## src/logic/miex_pkg.sv

```systemverilog
// Package of offsets, field layouts, opcodes and constants for the instruction execute unit.
package miex_pkg;

  // ----------------------------------------------------------------
  // Register map (byte addresses on the Avalon-MM slave)
  // ----------------------------------------------------------------
  localparam int ADDR_W = 10;
  localparam logic [9:0] OFF_CMD = 10'h000;
  localparam logic [9:0] OFF_OPND = 10'h004;
  localparam logic [9:0] OFF_ACC = 10'h008;
  localparam logic [9:0] OFF_STATUS = 10'h00C;
  localparam logic [9:0] OFF_PC = 10'h010;
  localparam logic [9:0] OFF_WDT = 10'h014;
  localparam logic [9:0] OFF_STACK = 10'h018;
  localparam logic [1:0] MEM_PAGE = 2'h1;

  // ----------------------------------------------------------------
  // Field positions
  // ----------------------------------------------------------------
  localparam int CMD_OP_LSB = 0;
  localparam int CMD_BIT_LSB = 8;
  localparam int CMD_IMM_LSB = 16;
  localparam int OPND_ADDR_LSB = 0;
  localparam int OPND_TGT_LSB = 16;
  localparam int ST_Z = 0;
  localparam int ST_C = 1;
  localparam int ST_AC = 2;
  localparam int ST_OV = 3;
  localparam int ST_PDF = 4;
  localparam int ST_TO = 5;
  localparam int ST_BUSY = 8;
  localparam int ST_HALT = 9;
  localparam int ST_PRE1 = 10;
  localparam int ST_PRE2 = 11;
  localparam int PC_SP_LSB = 16;

  // ----------------------------------------------------------------
  // Widths, reset values and timing
  // ----------------------------------------------------------------
  localparam int PC_W = 12;
  localparam int MADDR_W = 6;
  localparam int SP_W = 4;
  localparam logic [7:0] BYTE_ZERO = 8'h00;
  localparam logic [3:0] NIB_LIMIT = 4'h9;
  localparam logic [4:0] NIB_ADJ = 5'h06;
  localparam logic [3:0] MACHINE_CLKS = 4'h4;
  localparam logic [MADDR_W-1:0] PCL_IDX = 6'h02;

  // ----------------------------------------------------------------
  // Opcodes and states
  // ----------------------------------------------------------------
  localparam logic [4:0] OP_NOP = 5'h00;
  localparam logic [4:0] OP_AND_M = 5'h01;
  localparam logic [4:0] OP_AND_I = 5'h02;
  localparam logic [4:0] OP_AND_INTO_MEMORY_OP = 5'h03;
  localparam logic [4:0] OP_OR_M = 5'h04;
  localparam logic [4:0] OP_OR_I = 5'h05;
  localparam logic [4:0] OP_ORM = 5'h06;
  localparam logic [4:0] OP_CALL = 5'h07;
  localparam logic [4:0] OP_JMP = 5'h08;
  localparam logic [4:0] OP_CLR_M = 5'h09;
  localparam logic [4:0] OP_CLR_BIT = 5'h0A;
  localparam logic [4:0] OP_CLR_WDT = 5'h0B;
  localparam logic [4:0] OP_PRE1 = 5'h0C;
  localparam logic [4:0] OP_PRE2 = 5'h0D;
  localparam logic [4:0] OP_CPL = 5'h0E;
  localparam logic [4:0] OP_INVERT_TO_WORKING_OP = 5'h0F;
  localparam logic [4:0] OP_DAA = 5'h10;
  localparam logic [4:0] OP_DEC = 5'h11;
  localparam logic [4:0] OP_DECREMENT_TO_WORKING_OP = 5'h12;
  localparam logic [4:0] OP_INC = 5'h13;
  localparam logic [4:0] OP_INCREMENT_TO_WORKING_OP = 5'h14;
  localparam logic [4:0] OP_MOV_AM = 5'h15;
  localparam logic [4:0] OP_MOV_AI = 5'h16;
  localparam logic [4:0] OP_MOV_MA = 5'h17;
  localparam logic [4:0] OP_HALT = 5'h18;

  typedef enum logic [2:0] {
    MIEX_IDLE = 3'b001,
    MIEX_EXEC = 3'b010,
    MIEX_HALT = 3'b100
  } miex_state_e;

endpackage

```

## src/logic/miex_core.sv

```systemverilog
// Instruction execute unit with data memory, stack, flags and watchdog behind an Avalon-MM slave.
// Function
// - AND with memory operand puts result in working register, only zero flag.
// - AND with immediate puts result in working register, only zero flag.
// - AND into memory stores result in memory, working register kept, zero flag.
// - Call pushes next address on stack then loads target, no flags.
// - Byte clear writes zero to memory, no flags.
// - Bit clear zeroes one selected memory bit only, no flags.
// - Direct watchdog clear zeroes counter and clears power-down and expired flags.
// - Both preclear instructions together clear counter and both flags.
// - A lone preclear only records itself; counter and flags stay.
// - Invert memory flips every bit in place, only zero flag.
// - Invert to working loads inverted byte, memory kept, zero flag.
// - Adjust adds six to low nibble above nine or half carry set.
// - Adjust high nibble with nibble carry, sets carry, result to memory.
// - Decrement subtracts one into memory or working register, zero flag.
// - Increment adds one into memory or working register, zero flag.
// - Power-down stops execution, keeps state, advances program counter by one.
// - Power-down clears counter and prescaler, sets power-down, clears expired flag.
// - Jump loads the program counter with the target, no flags.
// - Moves copy memory to working register or back, no flags.
// - Move immediate loads the eight-bit constant into working register.
// - No-operation only advances the program counter by one.
// - OR with memory or immediate into working register, only zero flag.
// - Writing the program counter low byte costs one more four-clock cycle.
`timescale 1ns/1ps

module miex_core
  import miex_pkg::*;
#(
  parameter int MEM_DEPTH = 64,
  parameter int STACK_DEPTH = 16,
  parameter int WDT_PRESC = 256
)
(
  input wire logic core_clk,
  input wire logic arst_n,
  input wire logic [ADDR_W-1:0] avs_address,
  input wire logic avs_read,
  input wire logic avs_write,
  input wire logic [31:0] avs_writedata,
  output logic [31:0] avs_readdata,
  output logic avs_waitrequest
);

  // ----------------------------------------------------------------
  // Reset synchroniser
  // ----------------------------------------------------------------
  logic rst_s1_r;
  logic rst_n;

  always_ff @(posedge core_clk or negedge arst_n)
  begin
    if (!arst_n)
    begin
      rst_s1_r <= 1'b0;
      rst_n <= 1'b0;
    end
    else
    begin
      rst_s1_r <= 1'b1;
      rst_n <= rst_s1_r;
    end
  end

  function automatic logic zf(input logic [7:0] v);
    return v == BYTE_ZERO;
  endfunction

  // ----------------------------------------------------------------
  // State
  // ----------------------------------------------------------------
  miex_state_e st_r;
  logic [7:0] mem_r [MEM_DEPTH];
  logic [PC_W-1:0] stk_r [STACK_DEPTH];
  logic [SP_W-1:0] sp_r;
  logic [PC_W-1:0] pc_r;
  logic [7:0] acc_r;
  logic [7:0] maddr_r;
  logic [PC_W-1:0] tgt_r;
  logic z_r, c_r, ac_r, ov_r, pdf_r, to_r, pre1_r, pre2_r;
  logic [7:0] wdt_r;
  logic [15:0] presc_r;
  logic [3:0] busy_r;
  logic rd_ack_r;
  logic [31:0] rdata_r;

  // ----------------------------------------------------------------
  // Bus decode
  // ----------------------------------------------------------------
  wire sel_cmd = avs_address == OFF_CMD;
  wire sel_opnd = avs_address == OFF_OPND;
  wire sel_acc = avs_address == OFF_ACC;
  wire sel_stat = avs_address == OFF_STATUS;
  wire sel_pc = avs_address == OFF_PC;
  wire sel_wdt = avs_address == OFF_WDT;
  wire sel_stk = avs_address == OFF_STACK;
  wire sel_mem = avs_address[9:8] == MEM_PAGE;
  wire [MADDR_W-1:0] bus_idx = avs_address[MADDR_W+1:2];
  // A command write while an instruction is still running is stalled, not dropped.
  wire cmd_stall = avs_write & sel_cmd & (st_r == MIEX_EXEC);
  wire go = avs_write & sel_cmd & (st_r == MIEX_IDLE);
  wire bus_wr = avs_write & ~cmd_stall;

  assign avs_waitrequest = (avs_read & ~rd_ack_r) | cmd_stall;
  assign avs_readdata = rdata_r;

  // ----------------------------------------------------------------
  // Operand fetch
  // ----------------------------------------------------------------
  wire [4:0] op = avs_writedata[CMD_OP_LSB+4:CMD_OP_LSB];
  wire [2:0] bsel = avs_writedata[CMD_BIT_LSB+2:CMD_BIT_LSB];
  wire [7:0] imm = avs_writedata[CMD_IMM_LSB+7:CMD_IMM_LSB];
  wire [MADDR_W-1:0] midx = maddr_r[MADDR_W-1:0];
  wire [7:0] mval = mem_r[midx];
  wire [PC_W-1:0] pc_inc = pc_r + 1'b1;
  wire [3:0] lo_nib = acc_r[3:0];
  wire lo_adj = (lo_nib > NIB_LIMIT) | ac_r;
  wire [4:0] lo_sum = {1'b0, lo_nib} + NIB_ADJ;
  wire nib_carry = lo_adj & lo_sum[4];
  wire [4:0] hi_base = {1'b0, acc_r[7:4]} + {4'h0, nib_carry};
  wire hi_adj = (hi_base > {1'b0, NIB_LIMIT}) | c_r;
  wire [4:0] hi_sum = hi_base + NIB_ADJ;
  wire [7:0] daa_res = {hi_adj ? hi_sum[3:0] : hi_base[3:0], lo_adj ? lo_sum[3:0] : lo_nib};

  // ----------------------------------------------------------------
  // Execute decode
  // ----------------------------------------------------------------
  logic [7:0] res;
  logic wr_acc, wr_mem, upd_z, two_cyc;

  always_comb
  begin
    res = BYTE_ZERO;
    wr_acc = 1'b0;
    wr_mem = 1'b0;
    upd_z = 1'b0;
    two_cyc = 1'b0;
    case (op)
      OP_AND_M: begin res = acc_r & mval; wr_acc = 1'b1; upd_z = 1'b1; end
      OP_AND_I: begin res = acc_r & imm; wr_acc = 1'b1; upd_z = 1'b1; end
      OP_AND_INTO_MEMORY_OP: begin res = acc_r & mval; wr_mem = 1'b1; upd_z = 1'b1; end
      OP_OR_M: begin res = acc_r | mval; wr_acc = 1'b1; upd_z = 1'b1; end
      OP_OR_I: begin res = acc_r | imm; wr_acc = 1'b1; upd_z = 1'b1; end
      OP_ORM: begin res = acc_r | mval; wr_mem = 1'b1; upd_z = 1'b1; end
      OP_CALL: two_cyc = 1'b1;
      OP_JMP: two_cyc = 1'b1;
      OP_CLR_M: begin res = BYTE_ZERO; wr_mem = 1'b1; end
      OP_CLR_BIT: begin res = mval & ~(8'h01 << bsel); wr_mem = 1'b1; end
      OP_CPL: begin res = ~mval; wr_mem = 1'b1; upd_z = 1'b1; end
      OP_INVERT_TO_WORKING_OP: begin res = ~mval; wr_acc = 1'b1; upd_z = 1'b1; end
      OP_DAA: begin res = daa_res; wr_mem = 1'b1; end
      OP_DEC: begin res = mval - 8'h01; wr_mem = 1'b1; upd_z = 1'b1; end
      OP_DECREMENT_TO_WORKING_OP: begin res = mval - 8'h01; wr_acc = 1'b1; upd_z = 1'b1; end
      OP_INC: begin res = mval + 8'h01; wr_mem = 1'b1; upd_z = 1'b1; end
      OP_INCREMENT_TO_WORKING_OP: begin res = mval + 8'h01; wr_acc = 1'b1; upd_z = 1'b1; end
      OP_MOV_AM: begin res = mval; wr_acc = 1'b1; end
      OP_MOV_AI: begin res = imm; wr_acc = 1'b1; end
      OP_MOV_MA: begin res = acc_r; wr_mem = 1'b1; end
      default: res = BYTE_ZERO;
    endcase
  end

  wire wr_pcl = wr_mem & (midx == PCL_IDX);
  wire is_halt = op == OP_HALT;
  // Machine cycles: one, plus one for a branch, plus one for a low-byte write.
  wire [1:0] ncyc = 2'h1 + {1'b0, two_cyc} + {1'b0, wr_pcl};
  wire [3:0] busy_ld = 4'({ncyc, 2'b00} - 4'h1);

  logic [PC_W-1:0] pc_nxt;
  always_comb
  begin
    pc_nxt = pc_inc;
    if (op == OP_CALL || op == OP_JMP)
      pc_nxt = tgt_r;
    else if (wr_pcl)
      pc_nxt = {pc_r[PC_W-1:8], res};
  end

  // ----------------------------------------------------------------
  // Watchdog
  // ----------------------------------------------------------------
  wire presc_tick = presc_r == 16'(WDT_PRESC - 1);
  wire wdt_ovf = presc_tick & (wdt_r == 8'hFF);
  wire pair_done = (op == OP_PRE1 & pre2_r) | (op == OP_PRE2 & pre1_r);
  wire wdt_clr = go & ((op == OP_CLR_WDT) | pair_done | is_halt);

  always_ff @(posedge core_clk or negedge rst_n)
  begin
    if (!rst_n)
    begin
      presc_r <= 16'h0000;
      wdt_r <= BYTE_ZERO;
    end
    else if (wdt_clr)
    begin
      presc_r <= 16'h0000;
      wdt_r <= BYTE_ZERO;
    end
    else
    begin
      presc_r <= presc_tick ? 16'h0000 : presc_r + 16'h0001;
      wdt_r <= presc_tick ? wdt_r + 8'h01 : wdt_r;
    end
  end

  // The expired flag set by an overflow wins over a clear in the same cycle.
  always_ff @(posedge core_clk or negedge rst_n)
  begin
    if (!rst_n)
    begin
      to_r <= 1'b0;
      pdf_r <= 1'b0;
      pre1_r <= 1'b0;
      pre2_r <= 1'b0;
    end
    else
    begin
      if (go && (op == OP_CLR_WDT || pair_done))
      begin
        to_r <= 1'b0;
        pdf_r <= 1'b0;
        pre1_r <= 1'b0;
        pre2_r <= 1'b0;
      end
      else if (go && op == OP_PRE1)
        pre1_r <= 1'b1;
      else if (go && op == OP_PRE2)
        pre2_r <= 1'b1;
      else if (go && is_halt)
      begin
        to_r <= 1'b0;
        pdf_r <= 1'b1;
      end
      if (wdt_ovf)
        to_r <= 1'b1;
    end
  end

  // ----------------------------------------------------------------
  // Sequencer; a watchdog overflow or a wake write ends power-down
  // ----------------------------------------------------------------
  always_ff @(posedge core_clk or negedge rst_n)
  begin
    if (!rst_n)
    begin
      st_r <= MIEX_IDLE;
      busy_r <= 4'h0;
    end
    else
    begin
      case (st_r)
        MIEX_IDLE:
        begin
          if (go && is_halt)
            st_r <= MIEX_HALT;
          else if (go)
          begin
            st_r <= MIEX_EXEC;
            busy_r <= busy_ld;
          end
        end
        MIEX_EXEC:
        begin
          busy_r <= busy_r - 4'h1;
          if (busy_r == 4'h1)
            st_r <= MIEX_IDLE;
        end
        MIEX_HALT:
        begin
          if (wdt_ovf || (bus_wr && sel_stat && avs_writedata[ST_HALT]))
            st_r <= MIEX_IDLE;
        end
        default: st_r <= MIEX_IDLE;
      endcase
    end
  end

  // ----------------------------------------------------------------
  // Datapath and architectural registers
  // ----------------------------------------------------------------
  always_ff @(posedge core_clk or negedge rst_n)
  begin
    if (!rst_n)
    begin
      acc_r <= BYTE_ZERO;
      {z_r, c_r, ac_r, ov_r} <= 4'h0;
      pc_r <= '0;
      sp_r <= '0;
      maddr_r <= BYTE_ZERO;
      tgt_r <= '0;
      for (int i = 0; i < MEM_DEPTH; i++)
        mem_r[i] <= BYTE_ZERO;
      for (int i = 0; i < STACK_DEPTH; i++)
        stk_r[i] <= '0;
    end
    else if (go)
    begin
      pc_r <= pc_nxt;
      if (wr_acc)
        acc_r <= res;
      if (wr_mem)
        mem_r[midx] <= res;
      if (upd_z)
        z_r <= zf(res);
      if (op == OP_DAA && hi_adj)
        c_r <= 1'b1;
      if (op == OP_CALL)
      begin
        stk_r[sp_r] <= pc_inc;
        sp_r <= sp_r + 1'b1;
      end
    end
    else if (bus_wr)
    begin
      if (sel_opnd)
      begin
        maddr_r <= avs_writedata[OPND_ADDR_LSB+7:OPND_ADDR_LSB];
        tgt_r <= avs_writedata[OPND_TGT_LSB+PC_W-1:OPND_TGT_LSB];
      end
      if (sel_acc)
        acc_r <= avs_writedata[7:0];
      if (sel_stat)
        {ov_r, ac_r, c_r, z_r} <= avs_writedata[ST_OV:ST_Z];
      if (sel_pc)
        pc_r <= avs_writedata[PC_W-1:0];
      if (sel_mem)
        mem_r[bus_idx] <= avs_writedata[7:0];
    end
  end

  // ----------------------------------------------------------------
  // Read path: one wait state, then registered data
  // ----------------------------------------------------------------
  wire [SP_W-1:0] sp_top = sp_r - 1'b1;
  logic [31:0] rd_mux;

  always_comb
  begin
    rd_mux = 32'h0000_0000;
    if (sel_opnd)
      rd_mux = {4'h0, tgt_r, 8'h00, maddr_r};
    else if (sel_acc)
      rd_mux = {24'h00_0000, acc_r};
    else if (sel_stat)
      rd_mux = {20'h0_0000, pre2_r, pre1_r, st_r == MIEX_HALT, st_r == MIEX_EXEC,
                2'b00, to_r, pdf_r, ov_r, ac_r, c_r, z_r};
    else if (sel_pc)
      rd_mux = {12'h000, sp_r, 4'h0, pc_r};
    else if (sel_wdt)
      rd_mux = {24'h00_0000, wdt_r};
    else if (sel_stk)
      rd_mux = {20'h0_0000, stk_r[sp_top]};
    else if (sel_mem)
      rd_mux = {24'h00_0000, mem_r[bus_idx]};
  end

  always_ff @(posedge core_clk or negedge rst_n)
  begin
    if (!rst_n)
    begin
      rd_ack_r <= 1'b0;
      rdata_r <= 32'h0000_0000;
    end
    else
    begin
      rd_ack_r <= avs_read & ~rd_ack_r;
      if (avs_read && !rd_ack_r)
        rdata_r <= rd_mux;
    end
  end
endmodule

```

## config.mk

```make
export PLATFORM = sky130hd
export DESIGN_NAME = miex_core
export DESIGN_NICKNAME = d
export VERILOG_FILES = /design/src/logic/miex_pkg.sv /design/src/logic/miex_core.sv
export SDC_FILE = /design/constraint.sdc
export NUM_CORES = 2
export LEC_CHECK = 0
export BUFFER_PORTS_ARGS = -buffer_cell sky130_fd_sc_hd__buf_2
export CORE_ASPECT_RATIO = 0.6
export CORE_MARGIN = 1.5
export CORE_UTILIZATION = 40
export DETAILED_ROUTE_END_ITERATION = 8
export PLACE_DENSITY = 0.64
export SYNTH_ARGS = -nofsm -noshare
export SYNTH_HDL_FRONTEND = slang
export SYNTH_SLANG_ARGS = --single-unit
```

## constraint.sdc

```tcl
create_clock -name core_clk -period 53.3 [get_ports core_clk]
set_clock_uncertainty 0.15 [all_clocks]
set_input_delay 10.66 -clock core_clk [delete_from_list [all_inputs] [get_ports core_clk]]
set_output_delay 10.66 -clock core_clk [all_outputs]
set_load 0.02 [all_outputs]
```

After elaboration in Yosys (flattened, before gate mapping). Index checks and enable logic that the tools add are counted.

Flip-flop bits (word level): 822. Output and inout bits: 33.

Add/sub/neg operators: 14. Magnitude comparators: 9. Equality and inequality tests: 52. Shift-type cells: 1. Muxes and demuxes: 79. Bitwise logic cells: 31. Reduce and logical (&&, ||, !) cells: 51.

Operators by type and width (count): $mux W512 (4); $bwmux W512 (2); $bwmux W192 (1); $mux W12 (10); $mux W8 (13); $bmux W8 S6 (2); $demux W8 S6 (2); $pmux W8 S12 (1); $mux W20 (3); $bmux W12 S4 (1); $demux W12 S4 (1); $eq A5 B5 Y1 const B (9); $eq A5 B4 Y1 const B (8); $reduce_and A3 Y1 (11); $mux W16 (2); $eq A10 B5 Y1 const B (3); $mux W28 (1); $mux W1 (26); $and A8 B8 Y8 (3); $eq A10 B4 Y1 const B (2); $eq A5 B3 Y1 const B (4); $reduce_bool A2 Y1 (10); $reduce_or A9 Y1 (2); $add A16 B1 Y16 const B (1); 52 further kinds (115).

Longest topological paths before layout.
Word-level depth: 11. Gate-level depth with buffers: 24. Gate-level depth less buffers: 16.

Least setup slack after synthesis. OpenSTA, ideal clock, no wires.

Kind: input port to output port. From: input port avs_address[5]. To: output port avs_waitrequest. Data arrival time: 11.859 ns. Data required time: 42.490 ns. Slack: 30.631 ns. Stages: 3. Path buffers: 0. Cell sequence: nor3_1 -> nand4_1 -> o21ai_0.

Word-level cells in the longest chain between the ends: 4.

RTL lines: from (decl) (line miex_core.sv:38) `input wire logic [ADDR_W-1:0] avs_address,`; $logic_not A10 Y1 (line miex_core.sv:91) `wire sel_cmd = avs_address == OFF_CMD;`; $and A1 B1 Y1 (2 in a row) (line miex_core.sv:101) `wire cmd_stall = avs_write & sel_cmd & (st_r == MIEX_EXEC);`; $or A1 B1 Y1 (line miex_core.sv:105) `assign avs_waitrequest = (avs_read & ~rd_ack_r) | cmd_stall;`; to (decl) (line miex_core.sv:43) `output logic avs_waitrequest`.

No other way between the ends.

Worst setup path in the final report. Same ends and word-level chain as after synthesis.

==> flow_metrics.tcl <==
set metrics [dict create \
    cts_hold_buf 0 \
    cts_tree "yes" \
    cts_resized 0 \
    outcome "finished, violations left" \
    ys_types 93 \
    required_ps 42490 \
    crit_type "in -> out" \
    fp-row-count 99 \
    cts_buffer_depth 3 \
    yosysMostFrequentCell "dfrtp_1" \
    wl_met1_um 86500 \
    hold_path_class "reg -> reg" \
    syn_area_um2 49200 \
    power.density_nw_per_um2 27.6 \
    p_sw_share_pct 28.2 \
    rsz0062_at_grt "false" \
    highest_layer "met5" \
    hold_viol 0 \
    avgRoutedWirePerCell_um 32.4 \
    violations "capacitance limit, slew limit" \
    yosys_most_used_dff "dfrtp_1" \
    cts-buffers-inserted 79 \
    switching_power_uw 415 \
    clk_latency_ps 730 \
    yosysTopAreaCellShare_pct 41.4 \
    synth_area_leader_cell "dfrtp_1" \
    netlist_instances 4922 \
    dr.pass1.iters 8 \
    drtIter0Drc 8135 \
    dieArea_um2 125000 \
    tightest_slew_ps 1540 \
    wl_met2_um 73800 \
    cts_setup_buffers 0 \
    drive_gt1_share_pct 15.7 \
    seqPwrFrac_pct 46.1 \
    start_util_pct 40.4 \
    seq_area_um2 20400 \
    power_frac_comb_pct 11.3 \
    ir_drop_uv 24.7 \
    ys_ff_latch 814 \
    fin_setup_tns_ps 0 \
    slew_viol_final 3 \
    cp-end-kind "output port" \
    finalWirelength_um 208000 \
    worstSetupStartpointType "input pin" \
    path_buf_inv 4 \
    layout.nets 4799 \
    multi_input_area_um2 26500 \
    dr_wl_met3_um 39800 \
    setup_violations 0 \
    grt_pass1_vias 41400 \
    clk_pin_slew_ps 60 \
    fin_crit_ps 23330 \
    area_delta_synth_final_pct 8.45 \
    ios 79 \
    grt_overflow 0 \
    synth_edf_count 0 \
    dp_hpwl_um 140000 \
    ys_seq_area_share_pct 41.4 \
    place.gp.congestion 1.06 \
    vias 45300 \
    power.leakage_nw 20.5 \
    via_per_inst 7.05 \
    io_buffers 62 \
    slowest_stage "nand4_1" \
    relSlewSlack_pct -3.96 \
    yosys-top-cells-count "dfrtp_1, nand2_1, o221ai_1" \
    fin_crit_sh_pct 43.8 \
    clkSinkCount 814 \
    async_flop_share_pct 100 \
    fillers 11500 \
    h-tree-depth 3 \
    regToRegSetupSlack_ps 43920 \
    fmax_mhz 42.9 \
    critPathTopFamily "buffers and inverters" \
    cts_root_buf "clkbuf_16" \
    grtUsageTotal_pct 32.6 \
    maxCapViolCount 1 \
    p_int_mw 1.06 \
    synthTopCellsByArea "dfrtp_1, mux4_2, o221ai_1, o21a_1, nand2_1" \
    drc_errors 0 \
    worstPathArrival_ps 12520 \
    yosysWarnings 0 \
    p_clk_share_pct 42.6 \
    crit_chain "buf_2 -> buf_4 -> nor3_2 -> buf_4 -> nand4_1 -> o21ai_0 -> buf_2" \
    place_area_um2 50500 \
    grt_max_degree 175 \
    dieHeight_um 275 \
    grt_pass1_wl_um 301000 \
    final_area_um2 53300 \
    avgSynthCellArea_um2 9.99 \
    ant_nets 0 \
    worstPathMaxFanout 38 \
    core_um2 122000 \
    cp_slowest_stage_delay_ps 340 \
    antenna_found_initial 9 \
    fp.dieW_um 456 \
]
-- per-layer routing --
layer  up-vias  track usage [%]
met5         -             2.23
met1     22700             46.9
met2      3646             38.7
met3       585             19.7
li1      18400                -
met4        12             10.6
-- stage by stage --
stage / hold slack, ps / std cells / utilization (%) / setup WS (ps) / power [mW]
3_3_place_gp: 187 / 6267 / 41.5 / 30040 / 0.843
2_1_floorplan: 181 / 4929 / - / 28780 / 0.784
5_1_grt: 205 / 6411 / 43.8 / 29960 / 1.51
4_1_cts: 204 / 6410 / 43.8 / 30050 / 1.46
3_5_place_dp: 189 / 6267 / 41.5 / 30060 / 0.846
6_report: 200 / 6424 / 43.8 / 29970 / 1.47
-- power groups by stage --
stage | combinational (mW) | clock [mW] | sequential (mW)
3_5_place_dp | 0.158 | 0 | 0.688
4_1_cts | 0.158 | 0.626 | 0.677
3_3_place_gp | 0.155 | 0 | 0.687
2_1_floorplan | 0.0978 | 0 | 0.686
5_1_grt | 0.173 | 0.652 | 0.681
6_report | 0.166 | 0.628 | 0.679
-- worst paths after layout --
| kind | from | endpoint | cells past startpoint |
|---|---|---|---|
| max | avs_address[5] | avs_waitrequest | 7 |
| min | rst_s1_r | rst_n | 0 |
| max reg2reg | maddr_r[1] | mem_r[415] | 20 |
| min reg2reg | rst_s1_r | rst_n | 0 |
| max in group asynchronous | arst_n | rst_n | 1 |
| min in group asynchronous | rst_n | mem_r[394] | 0 |
-- area by class of cell --
type | count | area share (%)
Clock buffer | 107 | 4.24
Tap cell | 1616 | 3.79
Antenna cell | 14 | 0.0657
Inverter | 31 | 0.218
Multi-Input combinational cell | 3592 | 49.7
Clock inverter | 36 | 0.946
Timing Repair Buffer | 214 | 2.78
Sequential cell | 814 | 38.2
-- sequential cells by signal (all words and copies together) (netlist names) --
signal	flops
ac_r	1
acc_r	8
avs_readdata	24
busy_r	4
c_r	1
maddr_r	8
mem_r	512
ov_r	1
pc_r	12
pdf_r	1
pre1_r	1
pre2_r	1
presc_r	16
rd_ack_r	1
rst_n	1
rst_s1_r	1
sp_r	4
st_r	3
stk_r	192
tgt_r	12
to_r	1
wdt_r	8
z_r	1
-- worst reg2reg max path, stage by stage (launching register included) --
cell      delay [ps]
dfrtp_4          790
buf_4            660
buf_4            830
inv_1            730
buf_4            420
a221oi_1         490
nor2_1           330
a211oi_1         630
nand2_1          250
ha_1             430
a21oi_1          240
o21bai_1         110
a21oi_1          320
o21a_1           200
nor2_1            50
a221oi_1         420
mux2_2           470
o21ai_4          150
buf_4            580
buf_4            660
o221ai_1         290
-- layout by cell type (no fill, tap or decap), types with 18 or more instances in the layout --
cell type    n
clkbuf_16   79
xnor2_1     20
mux4_2     227
dfrtp_1    808
inv_1       30
xor2_1      19
a22oi_1     73
and2_1      18
o21a_1     321
o221ai_1   404
buf_4      152
nand3_1     54
a31oi_1     26
nand2_1    532
mux2i_1    141
ha_1        19
o22ai_1     38
and3_1      28
nor3_1      42
clkbuf_8    18
nor2_1     388
buf_2       59
o221ai_2    31
a21oi_1    391
nand2b_1    82
a221oi_1    50
a211oi_1    21
mux2_2      71
o21ai_0    322
-- cells by family (layout without fill, tap and decap cells) --
group,after synthesis,after routing,share of synthesized area [%]
xor+xnor,41,41,0.730
mux,444,444,15.0
other cells,2,23,0.0153
fa+ha+maj,21,21,0.550
simple gates,1288,1288,11.8
buf+inv,523,388,5.00
flops,814,814,41.4
compound gates,1789,1789,25.5
(Power assumes the default switching activity.)
